**config.mk**
```make
export PLATFORM = sky130hd
export DESIGN_NAME = serial_link_port
export DESIGN_NICKNAME = d
export VERILOG_FILES = /design/src/hdl/END_PLACEHOLDER_NONE.sv /design/src/hdl/link_port_pkg.sv /design/src/hdl/selftest_seq.sv /design/src/hdl/serial_link_port.sv
export SDC_FILE = /design/constraint.sdc
export NUM_CORES = 2
export LEC_CHECK = 0
export BUFFER_PORTS_ARGS = -buffer_cell sky130_fd_sc_hd__buf_2
export CORE_AREA = 2 2 509 359
export CTS_CLUSTER_DIAMETER = 80
export DETAILED_ROUTE_END_ITERATION = 8
export DIE_AREA = 0 0 511 361
export PLACE_DENSITY = 0.82
export SLEW_MARGIN = 20
export SYNTH_ARGS = -nofsm -noshare
export SYNTH_HDL_FRONTEND = slang
export SYNTH_SLANG_ARGS = --single-unit
```
**constraint.sdc**
```tcl
create_clock -name clk_sys -period 4.6 [get_ports clk_sys]
set_clock_uncertainty 0.2 [all_clocks]
set_input_delay 1.15 -clock clk_sys [delete_from_list [all_inputs] [get_ports clk_sys]]
set_output_delay 1.15 -clock clk_sys [all_outputs]
set_load 0.05 [all_outputs]
```
**src/hdl/END_PLACEHOLDER_NONE.sv**
```systemverilog
// Empty file holding no logic.

```
**src/hdl/link_port_pkg.sv**
```systemverilog
// Constants shared by the serial link port: register map, fields, codes.
package link_port_pkg;

  // ----------------------------------------------------------------------
  // Register map (byte addresses, one aligned word each)
  // ----------------------------------------------------------------------
  localparam logic [7:0] ADDR_CTRL = 8'h00;
  localparam logic [7:0] ADDR_STATUS = 8'h04;
  localparam logic [7:0] ADDR_MASK = 8'h08;
  localparam logic [7:0] ADDR_TXDATA = 8'h0c;
  localparam logic [7:0] ADDR_RXLAST = 8'h10;
  localparam logic [7:0] ADDR_FIFOSTAT = 8'h14;
  localparam int ADDR_LSB = 2;
  localparam int ADDR_MSB = 7;

  // ----------------------------------------------------------------------
  // Control fields
  // ----------------------------------------------------------------------
  localparam int CTRL_FIFO_BYP_N = 0;
  localparam int CTRL_CODEC_BYP_N = 1;
  localparam int CTRL_WIDTH_SEL = 2;
  localparam int CTRL_POLICY_LSB = 4;
  localparam int POLICY_W = 2;
  localparam logic [31:0] CTRL_RESET = 32'h0000_0003;
  localparam logic [POLICY_W-1:0] POLICY_KEEP = 2'h0;

  // ----------------------------------------------------------------------
  // Status and mask fields
  // ----------------------------------------------------------------------
  localparam int IRQ_W = 5;
  localparam int ST_REMOTE_RISE = 0;
  localparam int ST_REMOTE_FALL = 1;
  localparam int ST_PASS_DONE = 2;
  localparam int ST_CLEAR_DONE = 3;
  localparam int ST_TX_OVERFLOW = 4;
  localparam logic [IRQ_W-1:0] IRQ_RESET = 5'h00;

  // ----------------------------------------------------------------------
  // Character layout and special codes
  // ----------------------------------------------------------------------
  localparam int RAW_W = 12;
  localparam int TXCHAR_W = 10;
  localparam int RAW_BIT8 = 8;
  localparam logic [7:0] CODE_K28_0 = 8'h1c;
  localparam logic [7:0] CODE_K28_3 = 8'h7c;

  // ----------------------------------------------------------------------
  // Timing and self-test constants
  // ----------------------------------------------------------------------
  localparam int CLEAR_LOW_EDGES = 8;
  localparam int CLEAR_CNT_W = 4;
  localparam int SEQ_W = 9;
  localparam int SEQ_TAP = 4;
  localparam logic [8:0] SEQ_SEED = 9'h1ff;
  localparam int SYNC_STAGES = 3;

endpackage

```
**src/hdl/selftest_seq.sv**
```systemverilog
// Repeating 511-character test sequence generator.
`timescale 1ns/1ns

module selftest_seq
(
  input wire logic clk_sys,
  input wire logic rst_b,
  input wire logic restart,
  input wire logic step,
  output logic [link_port_pkg::SEQ_W-1:0] value,
  output logic passDone
);

  logic [link_port_pkg::SEQ_W-1:0] stateQ;
  logic [link_port_pkg::SEQ_W-1:0] stateD;
  logic feedback;

  // A maximal 9-bit shift register visits 511 states, one per character.
  assign feedback = stateQ[link_port_pkg::SEQ_W-1] ^
    stateQ[link_port_pkg::SEQ_TAP];
  assign stateD = {stateQ[link_port_pkg::SEQ_W-2:0], feedback};

  // Advance once per character; restart goes back to the seed.
  always_ff @(posedge clk_sys)
  begin
    if (!rst_b || restart)
      stateQ <= link_port_pkg::SEQ_SEED;
    else if (step)
      stateQ <= stateD;
  end

  assign value = stateQ;
  // The pass ends when the next character would be the seed again.
  assign passDone = step && (stateD == link_port_pkg::SEQ_SEED);

endmodule // selftest_seq

```
**src/hdl/serial_link_port.sv**
```systemverilog
// Transmit FIFO, self-test and receive parallel port of the serial link.
// What this block does
// - Clear transmit FIFO after eight low samples
// - Ignore clear input while FIFO bypassed
// - Self-test low sends 511-character repeating sequence
// - Self-test high resumes normal host data
// - No FIFO reads during self-test
// - Receive bus updates only when addressed, selected
// - Decoder bypassed: raw low eight bits out
// - K28.0 drives remote interrupt high
// - K28.3 drives remote interrupt low
// - Interrupt codes discarded unless policy zero
// - FIFO bypassed, decoder active: pin shows odd parity
// - Decoder bypassed: pin shows raw ninth bit
// - Empty flag pulses once per test pass
//
// Implementation choices: the AHB-Lite register port and the address map.
`timescale 1ns/1ns

module serial_link_port
#(
  parameter int FIFO_DEPTH = 256,
  parameter int PTR_W = 8
)
(
  input wire logic clk_sys,
  input wire logic rst_b,
  input wire logic hsel,
  input wire logic [31:0] haddr,
  input wire logic [1:0] htrans,
  input wire logic hwrite,
  input wire logic [2:0] hsize,
  input wire logic [31:0] hwdata,
  input wire logic hready,
  output logic [31:0] hrdata,
  output logic hreadyout,
  output logic hresp,
  output logic irq,
  input wire logic tx_par_clk,
  input wire logic rx_par_clk,
  input wire logic tx_fifo_clear_n,
  input wire logic tx_selftest_en_n,
  input wire logic addr_match_n,
  input wire logic rx_select_n,
  output logic tx_fifo_empty_flag,
  output logic [link_port_pkg::TXCHAR_W-1:0] txChar,
  output logic txCharValid,
  input wire logic [link_port_pkg::RAW_W-1:0] rxLinkChar,
  input wire logic rxLinkSpecial,
  input wire logic rxLinkValid,
  output logic [7:0] rx_par_bus,
  output logic rxParBusOeN,
  output logic rx_special_flag,
  output logic remote_irq_out,
  output logic remoteIrqOeN
);

  // ----------------------------------------------------------------------
  // Pin synchronisers
  // ----------------------------------------------------------------------
  localparam int NPIN = 6;
  logic [NPIN-1:0] pinRaw;
  logic [NPIN-1:0] pinQ;
  logic [NPIN-1:0] pinPrevQ;
  logic [NPIN-1:0] pinRise;

  assign pinRaw = {rx_select_n, addr_match_n, tx_selftest_en_n,
                   tx_fifo_clear_n, rx_par_clk, tx_par_clk};

  // Three stages per pin; a level only counts once stages two and three
  // agree, so a late-settling first stage cannot produce a glitch.
  genvar gi;
  generate
    for (gi = 0; gi < NPIN; gi++)
    begin : g_sync
      logic [link_port_pkg::SYNC_STAGES-1:0] stageQ;
      always_ff @(posedge clk_sys)
      begin
        if (!rst_b)
          stageQ <= '1;
        else
          stageQ <= {stageQ[link_port_pkg::SYNC_STAGES-2:0], pinRaw[gi]};
      end
      always_ff @(posedge clk_sys)
      begin
        if (!rst_b)
          pinQ[gi] <= 1'b1;
        else if (stageQ[1] == stageQ[2])
          pinQ[gi] <= stageQ[2];
      end
    end
  endgenerate

  // Edge history of the filtered levels.
  always_ff @(posedge clk_sys)
  begin
    if (!rst_b)
      pinPrevQ <= '1;
    else
      pinPrevQ <= pinQ;
  end

  assign pinRise = pinQ & ~pinPrevQ;

  logic txEdge;
  logic rxEdge;
  logic clearLowN;
  logic selftestOn;
  logic rxEnabled;
  assign txEdge = pinRise[0];
  assign rxEdge = pinRise[1];
  assign clearLowN = pinQ[2];
  assign selftestOn = !pinQ[3];
  assign rxEnabled = !pinQ[4] && !pinQ[5];

  // ----------------------------------------------------------------------
  // AHB-Lite slave, zero wait states
  // ----------------------------------------------------------------------
  logic [31:0] ctrlQ;
  logic [link_port_pkg::IRQ_W-1:0] statusQ;
  logic [link_port_pkg::IRQ_W-1:0] maskQ;
  logic [link_port_pkg::IRQ_W-1:0] eventSet;
  logic [31:0] rdataD;
  logic [31:0] rdataQ;
  logic wrPendQ;
  logic [7:0] wrAddrQ;
  logic addrPhase;
  logic wrStatus;
  logic wrMask;
  logic wrCtrl;
  logic wrTxData;

  assign addrPhase = hsel && hready && htrans[1];
  assign wrCtrl = wrPendQ && (wrAddrQ == link_port_pkg::ADDR_CTRL);
  assign wrStatus = wrPendQ && (wrAddrQ == link_port_pkg::ADDR_STATUS);
  assign wrMask = wrPendQ && (wrAddrQ == link_port_pkg::ADDR_MASK);
  assign wrTxData = wrPendQ && (wrAddrQ == link_port_pkg::ADDR_TXDATA);

  logic fifoBypassN;
  logic codecBypassN;
  logic [link_port_pkg::POLICY_W-1:0] policy;
  assign fifoBypassN = ctrlQ[link_port_pkg::CTRL_FIFO_BYP_N];
  assign codecBypassN = ctrlQ[link_port_pkg::CTRL_CODEC_BYP_N];
  assign policy =
    ctrlQ[link_port_pkg::CTRL_POLICY_LSB +: link_port_pkg::POLICY_W];

  // Writes land in the data phase, using the address latched before it.
  always_ff @(posedge clk_sys)
  begin
    if (!rst_b)
    begin
      wrPendQ <= 1'b0;
      wrAddrQ <= 8'h00;
    end
    else
    begin
      wrPendQ <= addrPhase && hwrite;
      wrAddrQ <= {haddr[link_port_pkg::ADDR_MSB:link_port_pkg::ADDR_LSB],
        2'b00};
    end
  end

  // Control and mask registers.
  always_ff @(posedge clk_sys)
  begin
    if (!rst_b)
    begin
      ctrlQ <= link_port_pkg::CTRL_RESET;
      maskQ <= link_port_pkg::IRQ_RESET;
    end
    else
    begin
      if (wrCtrl)
        ctrlQ <= hwdata;
      if (wrMask)
        maskQ <= hwdata[link_port_pkg::IRQ_W-1:0];
    end
  end

  // Sticky status: a new event in the clearing cycle survives the clear.
  always_ff @(posedge clk_sys)
  begin
    if (!rst_b)
      statusQ <= link_port_pkg::IRQ_RESET;
    else if (wrStatus)
      statusQ <= (statusQ & ~hwdata[link_port_pkg::IRQ_W-1:0]) | eventSet;
    else
      statusQ <= statusQ | eventSet;
  end

  // Interrupt output is registered, so it trails the status by one cycle.
  always_ff @(posedge clk_sys)
  begin
    if (!rst_b)
      irq <= 1'b0;
    else
      irq <= |(statusQ & maskQ);
  end

  // ----------------------------------------------------------------------
  // Transmit FIFO
  // ----------------------------------------------------------------------
  logic [link_port_pkg::TXCHAR_W-1:0] fifoMem [FIFO_DEPTH];
  logic [PTR_W:0] wrPtrQ;
  logic [PTR_W:0] rdPtrQ;
  logic [PTR_W:0] fillLevel;
  logic fifoEmpty;
  logic fifoFull;
  logic [link_port_pkg::CLEAR_CNT_W-1:0] clearCntQ;
  logic clearFire;
  logic pushOk;
  logic popOk;

  assign fillLevel = wrPtrQ - rdPtrQ;
  assign fifoEmpty = (fillLevel == '0);
  assign fifoFull = (fillLevel == (PTR_W+1)'(FIFO_DEPTH));
  assign pushOk = wrTxData && !fifoFull;
  // Reads are held off entirely while the test sequence runs.
  assign popOk = txEdge && !selftestOn && !fifoEmpty;

  // Count consecutive low samples on transmit clock edges; fire once at
  // the eighth. Counting stops in bypass so the pin has no effect there.
  always_ff @(posedge clk_sys)
  begin
    if (!rst_b || !fifoBypassN)
      clearCntQ <= '0;
    else if (txEdge)
    begin
      if (clearLowN)
        clearCntQ <= '0;
      else if (clearCntQ <
        link_port_pkg::CLEAR_CNT_W'(link_port_pkg::CLEAR_LOW_EDGES))
        clearCntQ <= clearCntQ + 1'b1;
    end
  end

  assign clearFire = txEdge && !clearLowN && fifoBypassN &&
    (clearCntQ ==
     link_port_pkg::CLEAR_CNT_W'(link_port_pkg::CLEAR_LOW_EDGES - 1));

  // Write side; a clear drops a push arriving in the same cycle.
  always_ff @(posedge clk_sys)
  begin
    if (!rst_b || clearFire)
      wrPtrQ <= '0;
    else if (pushOk)
      wrPtrQ <= wrPtrQ + 1'b1;
  end

  always_ff @(posedge clk_sys)
  begin
    if (pushOk)
      fifoMem[wrPtrQ[PTR_W-1:0]] <= hwdata[link_port_pkg::TXCHAR_W-1:0];
  end

  // Read side.
  always_ff @(posedge clk_sys)
  begin
    if (!rst_b || clearFire)
      rdPtrQ <= '0;
    else if (popOk)
      rdPtrQ <= rdPtrQ + 1'b1;
  end

  // ----------------------------------------------------------------------
  // Self-test sequence and transmit output
  // ----------------------------------------------------------------------
  logic [link_port_pkg::SEQ_W-1:0] seqValue;
  logic seqPassDone;

  selftest_seq u_seq
  (
    .clk_sys(clk_sys),
    .rst_b(rst_b),
    .restart(!selftestOn),
    .step(txEdge && selftestOn),
    .value(seqValue),
    .passDone(seqPassDone)
  );

  // One character per transmit clock edge: test pattern or FIFO head.
  always_ff @(posedge clk_sys)
  begin
    if (!rst_b)
    begin
      txChar <= '0;
      txCharValid <= 1'b0;
    end
    else if (txEdge && selftestOn)
    begin
      txChar <= link_port_pkg::TXCHAR_W'(seqValue[7:0]);
      txCharValid <= 1'b1;
    end
    else if (popOk)
    begin
      txChar <= fifoMem[rdPtrQ[PTR_W-1:0]];
      txCharValid <= 1'b1;
    end
    else
      txCharValid <= 1'b0;
  end

  // Empty flag: FIFO level normally, a pass marker during self-test that
  // stays up from one transmit edge to the next.
  always_ff @(posedge clk_sys)
  begin
    if (!rst_b)
      tx_fifo_empty_flag <= 1'b1;
    else if (selftestOn)
    begin
      if (txEdge)
        tx_fifo_empty_flag <= seqPassDone;
    end
    else
      tx_fifo_empty_flag <= fifoEmpty || clearFire;
  end

  // ----------------------------------------------------------------------
  // Receive path
  // ----------------------------------------------------------------------
  logic [link_port_pkg::RAW_W-1:0] rxHoldQ;
  logic rxHoldSpecialQ;
  logic remoteLevelQ;
  logic isIrqCode;
  logic codesActive;
  logic hitRise;
  logic hitFall;

  assign codesActive = fifoBypassN && codecBypassN;
  assign isIrqCode = rxLinkValid && rxLinkSpecial && codecBypassN &&
    ((rxLinkChar[7:0] == link_port_pkg::CODE_K28_0) ||
     (rxLinkChar[7:0] == link_port_pkg::CODE_K28_3));
  assign hitRise = rxLinkValid && rxLinkSpecial && codesActive &&
    (rxLinkChar[7:0] == link_port_pkg::CODE_K28_0);
  assign hitFall = rxLinkValid && rxLinkSpecial && codesActive &&
    (rxLinkChar[7:0] == link_port_pkg::CODE_K28_3);

  // Remote interrupt level mirrored from the in-band codes.
  always_ff @(posedge clk_sys)
  begin
    if (!rst_b)
      remoteLevelQ <= 1'b0;
    else if (hitRise)
      remoteLevelQ <= 1'b1;
    else if (hitFall)
      remoteLevelQ <= 1'b0;
  end

  // Interrupt codes are taken out before storage unless policy keeps them.
  always_ff @(posedge clk_sys)
  begin
    if (!rst_b)
    begin
      rxHoldQ <= '0;
      rxHoldSpecialQ <= 1'b0;
    end
    else if (rxLinkValid &&
      (!isIrqCode || policy == link_port_pkg::POLICY_KEEP))
    begin
      rxHoldQ <= rxLinkChar;
      rxHoldSpecialQ <= rxLinkSpecial;
    end
  end

  // Shared pin: raw ninth bit, parity or remote level, by mode.
  logic sharedPinD;
  always_comb
  begin
    sharedPinD = remoteLevelQ;
    if (!codecBypassN)
      sharedPinD = rxHoldQ[link_port_pkg::RAW_BIT8];
    else if (!fifoBypassN)
      sharedPinD = ~^{rxHoldQ[7:0], rxHoldSpecialQ};
  end

  // Outputs move only on a receive clock edge while addressed and
  // selected; an edge without both holds them and releases the bus.
  always_ff @(posedge clk_sys)
  begin
    if (!rst_b)
    begin
      rx_par_bus <= 8'h00;
      rx_special_flag <= 1'b0;
      remote_irq_out <= 1'b0;
      rxParBusOeN <= 1'b1;
      remoteIrqOeN <= 1'b1;
    end
    else if (rxEdge)
    begin
      rxParBusOeN <= !rxEnabled;
      remoteIrqOeN <= !rxEnabled;
      if (rxEnabled)
      begin
        rx_par_bus <= rxHoldQ[7:0];
        rx_special_flag <= rxHoldSpecialQ && codecBypassN;
        remote_irq_out <= sharedPinD;
      end
    end
  end

  // ----------------------------------------------------------------------
  // Event sources and read data
  // ----------------------------------------------------------------------
  always_comb
  begin
    eventSet = '0;
    eventSet[link_port_pkg::ST_REMOTE_RISE] = hitRise && !remoteLevelQ;
    eventSet[link_port_pkg::ST_REMOTE_FALL] = hitFall && remoteLevelQ;
    eventSet[link_port_pkg::ST_PASS_DONE] = seqPassDone;
    eventSet[link_port_pkg::ST_CLEAR_DONE] = clearFire;
    eventSet[link_port_pkg::ST_TX_OVERFLOW] = wrTxData && fifoFull;
  end

  always_comb
  begin
    rdataD = 32'h0000_0000;
    case ({haddr[link_port_pkg::ADDR_MSB:link_port_pkg::ADDR_LSB], 2'b00})
      link_port_pkg::ADDR_CTRL: rdataD = ctrlQ;
      link_port_pkg::ADDR_STATUS: rdataD = 32'(statusQ);
      link_port_pkg::ADDR_MASK: rdataD = 32'(maskQ);
      link_port_pkg::ADDR_RXLAST: rdataD = 32'({rxHoldSpecialQ, rxHoldQ});
      link_port_pkg::ADDR_FIFOSTAT: rdataD = 32'({remoteLevelQ, fifoFull,
                                                  fifoEmpty, fillLevel});
      default: rdataD = 32'h0000_0000;
    endcase
  end

  // Read data is captured at the address phase so it stands in the data
  // phase with no wait state.
  always_ff @(posedge clk_sys)
  begin
    if (!rst_b)
      rdataQ <= 32'h0000_0000;
    else if (addrPhase && !hwrite)
      rdataQ <= rdataD;
  end

  // Always ready, always OKAY.
  always_ff @(posedge clk_sys)
  begin
    if (!rst_b)
    begin
      hreadyout <= 1'b1;
      hresp <= 1'b0;
    end
    else
    begin
      hreadyout <= 1'b1;
      hresp <= 1'b0;
    end
  end

  assign hrdata = rdataQ;

endmodule // serial_link_port

```
Word level (Yosys, flattened, before mapping)
Memories as Yosys holds them, arrays and structs flattened. A register that Yosys moved wholly into a read port is not among the register bits.
Cells that the tools add are included.
W data, S select, Z words.
- bits in writable memories: 2560
- flip-flop bits (word level): 178
- memories kept: 1
- word-level logic and storage cells: 147
- input port bits: 94
- output and inout bits: 59
- memories (memory ; words ; width ; read ports ; clocked after Yosys merged registers in ; wr ports ; line ; text):
    fifoMem ; 256 ; 10 ; 1 ; 1 ; 1 ; serial_link_port.sv:203 ; logic [link_port_pkg::TXCHAR_W-1:0] fifoMem [FIFO_DEPTH];
- mux-type cells: 18
- $add $sub $neg: 4
- magnitude comparators: 1
- bitwise logic cells: 9
- reduce and logical (&&, ||, !) cells: 60
- equal/unequal tests: 18
- operators with widths (kind ; count):
    $pmux W32 S5 ; 1
    $mux W8 ; 4
    $logic_and A1 B1 Y1 ; 29
    $add A9 B1 Y9 const B ; 2
    $eq A9 B9 Y1 const B ; 2
    $eq A8 B4 Y1 const B ; 2
    $eq A6 B3 Y1 const B ; 2
    $logic_not A1 Y1 ; 12
    $and A5 B5 Y5 ; 2
    $mux W1 ; 10
    $or A5 B5 Y5 ; 2
    $logic_not A9 Y1 ; 1
    $reduce_xnor A9 Y1 ; 1
    $sub A9 B9 Y9 ; 1
    $eq A8 B3 Y1 const B ; 1
    $eq A8 B5 Y1 const B ; 1
    $eq A8 B7 Y1 const B ; 1
    $logic_not A8 Y1 ; 1
    $mux W4 ; 2
    $reduce_bool A2 Y1 ; 4
    $eq A1 B1 Y1 ; 6
    $eq A6 B1 Y1 const B ; 1
    $eq A6 B2 Y1 const B ; 1
    $logic_not A6 Y1 ; 1
    14 further kinds ; 20

Depth between registers and ports, before layout
- depth in word-level cells: 7
- mapped depth: 13

By module
A second synthesis with hierarchy kept.
- cell total of the unflattened synthesis: 5462
- area, all modules: 106298.2 um2
- modules (own cells, without submodules) (module ; times used ; seq. area each (um2) ; area each (um2) ; cells each):
    serial_link_port ; 1 ; 80377.1 ; 105911.6 ; 5427
    selftest_seq ; 1 ; 180.2 ; 386.6 ; 35

Worst setup path after synthesis
No wires, ideal clock.
- kind: reg-to-reg
- from: register wrPtrQ[0]
- to: memory fifoMem[114][0] (netlist bit), enable pin
- library setup time: 0.376 ns
- cell stages (with the launch flop): 14
- data arrival time: 3.125 ns
- buffers on the path: 3
- path slack: 0.899 ns
- path through: dfxtp_1 > inv_1 > ha_1 > fa_1 > nor2b_1 > o2111ai_1 > and3b_1 > o211ai_2 > a211o_1 > buf_4 > buf_6 > nand4_4 > buf_2 > nor2_1
- cells in the longest elaborated chain, start to end: 6
- ends and longest elaborated chain (element ; line ; text):
    start, declared ; serial_link_port.sv:204 ; logic [PTR_W:0] wrPtrQ;
    start signal, assigned ; serial_link_port.sv:247 ; wrPtrQ <= wrPtrQ + 1'b1;
    $sub A9 B9 Y9 ; serial_link_port.sv:214 ; assign fillLevel = wrPtrQ - rdPtrQ;
    $eq A9 B9 Y1 ; serial_link_port.sv:216 ; assign fifoFull = (fillLevel == (PTR_W+1)'(FIFO_DEPTH));
    $logic_not A1 Y1 ; serial_link_port.sv:217 ; assign pushOk = wrTxData && !fifoFull;
    $logic_and A1 B1 Y1 ; serial_link_port.sv:217 ;
    $mux W1 ; serial_link_port.sv:252 ; if (pushOk)
    $mux W1 (implied by the code) ; serial_link_port.sv:253 ; fifoMem[wrPtrQ[PTR_W-1:0]] <= hwdata[link_port_pkg::TXCHAR_W-1:0];
    end, declared ; serial_link_port.sv:203 ;
Parallel ways exist; a longest one is shown, timed or not.

Final worst setup path
- from: register wrPtrQ[0]
- to: memory fifoMem[240][1] (netlist bit), enable pin
Same word-level chain as after synthesis.

==> impl_metrics.py <==
metrics = {
    "timing": {
        "fin_setup_tns_ns": 0,
        "timing.final.max_slew_violations": 0,
        "hold_viol": 0,
        "worstMarginPinSlew_ns": 1.18,
        "post-route-min-period_ns": 4.54,
        "period_share": 0.987,
        "rsz0062_at_grt": "false",
        "clock.fmax_mhz": 220,
        "setup_viol": 0,
        "relSlewSlack": 0.205,
    },
    "pwr": {
        "leakagePower_nw": 38.1,
        "p_switching_mw": 9.35,
        "p_total_mw": 47.5,
        "combPwrFrac": 0.012,
        "pwr-share-clk": 0.413,
        "ir_worst_vdd_mv": 0.480,
        "swShare": 0.197,
        "pwr_density_cell_mw_per_mm2": 392,
        "intPower_mw": 38.1,
        "seq_power_share": 0.574,
    },
    "critical_path": {
        "cp_max_fo": 11,
        "cp.required_ns": 5.00,
        "path_class": "reg -> reg",
        "end_kind": "flip-flop",
        "r2r-start": "wrPtrQ[0]",
        "cp-startpoint": "wrPtrQ[0]",
        "start_kind": "flip-flop",
        "cp_data_arrival_time_ns": 4.94,
    },
    "drt": {
        "ant_nets": 0,
        "drc_errors": 0,
        "viasPerCell": 7.10,
        "wl_per_cell_um": 35.3,
        "drt-total-wl_um": 304000,
        "num_vias": 61200,
        "dr.pass1.iters": 7,
        "initialDrtViolationCount": 11700,
    },
    "yosys": {
        "synth_top_cell_by_area": "edfxtp_1",
        "syn_nets": 5566,
        "synth_top_area_share": 0.717,
        "ys_seq_area_frac": 0.752,
        "synth_top_cells_by_area": "edfxtp_1, mux4_2, dfxtp_1",
        "ys_warn_count": 0,
        "avgSynthCellArea_sq_um": 19.6,
        "synth_cells": 5456,
        "yosysMostFrequentCell": "edfxtp_1",
        "ys.flop_type": "edfxtp_1",
        "synth_edf_count": 2560,
        "ys_seq_elements": 2744,
        "synth_area_sq_mm": 0.107,
        "synth_commonest_cells": "edfxtp_1, mux4_2, nor2_1",
        "synthDistinctLibCells": 88,
        "synthArstFlopShare": 0,
    },
    "place": {
        "dp.cells": 8187,
        "dpl_cell_area_sq_mm": 0.114,
        "place.gp.congestion": 0.941,
        "dp_hpwl_um": 185000,
        "port_buffers": 120,
    },
    "final_layout": {
        "nNetsFinal": 6148,
        "regArea_sq_mm": 0.0806,
        "fillers": 10300,
        "final_cells": 8614,
        "area_growth_pct": 13.1,
        "multi_input_area_sq_mm": 0.0247,
        "fin_area_sq_mm": 0.121,
        "layout-drive-gt1-share": 0.266,
    },
    "worst_hold_path": {
        "hp-start": "g_sync[5].stageQ[0]",
        "hold_path_class": "reg -> reg",
    },
    "grt": {
        "grt-ovfl-total": 0,
        "grt_pass1_wl_um": 432000,
        "grt_pass1_vias": 59900,
        "grt_max_degree": 138,
        "track_usage": 0.329,
        "antenna_found_initial": 17,
    },
    "outcome": {
        "status": "finished clean",
    },
    "clocking": {
        "cts_root_buf": "clkbuf_16",
        "cts_buffers": 224,
        "cts_hold_buf": 0,
        "clk_latency_ns": 0.87,
        "clkTransAtPathRegs_ns": 0.07,
        "cts_tree": "built",
        "htree_levels": 4,
        "clock_sinks": 2744,
        "cts_setup_buffers": 0,
        "clockBufferDepth": 3,
    },
    "run": {
        "maxCapViolations": 0,
    },
    "floorplan": {
        "core-area_sq_mm": 0.179,
        "die_w_um": 511,
        "die_area_sq_mm": 0.184,
        "start_util": 0.598,
        "io_pins": 153,
        "rows": 130,
        "die_y_um": 361,
    },
}
power by group through the flow:
stage | registers (mW) | logic (mW) | clock network (mW)
after floorplan | 27.8 | 0.0835 | 0
after global placement | 27.8 | 0.523 | 0
after detailed placement | 27.8 | 0.564 | 0
after CTS | 27.3 | 0.565 | 19.6
after global routing | 27.2 | 0.613 | 20.5
final | 27.3 | 0.584 | 19.6
logic make-up after synthesis:
family,Yosys count,synth area share
AND/OR/NAND/NOR,960,0.0420
XOR/XNOR,15,0.00123
multiplexers,846,0.152
buffers and inverters,346,0.0183
adder cells (fa/ha/maj),16,0.00194
other,2,0.0000701
AO/OA/AOI/OAI,527,0.0330
flip-flops,2744,0.752
cells in the final DEF, fill, tap and decap left out, types with 14 or more instances in the layout:
cell          n
edfxtp_1   2560
mux4_2      602
buf_4       509
nor2_1      369
nand2_1     251
clkbuf_16   238
mux2i_1     210
dfxtp_1     178
a21oi_1     140
buf_2       110
a22oi_1      88
nand3_1      74
nor2b_1      60
clkbuf_1     59
o21ai_0      56
o22ai_1      50
buf_12       42
nand2b_1     39
clkinv_2     36
clkinv_1     35
a211oi_1     32
nor4_1       27
nand4_1      26
nor3_1       25
inv_1        24
o211ai_1     21
clkbuf_8     21
bufinv_16    21
mux2_2       20
a31oi_1      18
ha_1         15
or3_1        14
mux4_1       14
repair_timing:
action,in CTS,in global routing
resized for setup,1,1
setup endpoints to repair,1,1
hold endpoints to repair,0,0
path summary, 6_finish.rpt:
check,end,slack (ns),cells after the start
max,fifoMem[240][1],0.06,14
min,g_sync[5].stageQ[1],0.22,1
max reg2reg,fifoMem[240][1],0.06,14
min reg2reg,g_sync[5].stageQ[1],0.22,1
metrics by stage:
stage	hold WS (ns)	utilization	setup slack, ns
floorplan	0.186	-	0.899
global placement	0.193	0.635	0.0242
detailed placement	0.195	0.635	0.0329
CTS	0.212	0.676	0.241
global route	0.230	0.676	0.0386
finish	0.215	0.676	0.0598
state kept, by name (all words and copies together), names as in the netlist, 10 cells and up, named ones only:
signal,count
fifoMem,2560
g_sync.stageQ,18
txChar,10
rxHoldQ,12
ctrlQ,32
hrdata,32
routing by layer:
metal  GRT usage  part of all wire  up-vias  wire [um]
li1            -                 -    23500          -
met1       0.444              0.33    30800     101000
met2       0.484              0.44     5858     135000
met3       0.127              0.17     1044      52800
met4       0.137             0.049       22      15000
met5           0           0.00047        -        142
critical path, cell delays in order, from the launching register on:
cell and delay, ns:
dfxtp_1 0.41, inv_1 0.16, ha_1 0.25, fa_1 0.41, nor2b_1 0.21, o2111ai_1 0.25
a21boi_0 0.45, o211ai_2 0.18, a211o_1 0.38, buf_4 0.21, nand4_1 0.10, buf_4 0.37
buf_4 0.34, nor2_1 0.10, buf_4 0.24
cell type report:
class,instances,share of cell area
sequential,2744,0.665
antenna,13,0.000269
tap,2376,0.0245
clock buffer,308,0.0522
inverter,29,0.000940
clock inverter,105,0.00876
multi-input combinational,2366,0.204
timing repair buffer,673,0.0445
(Power assumes the default switching activity.)
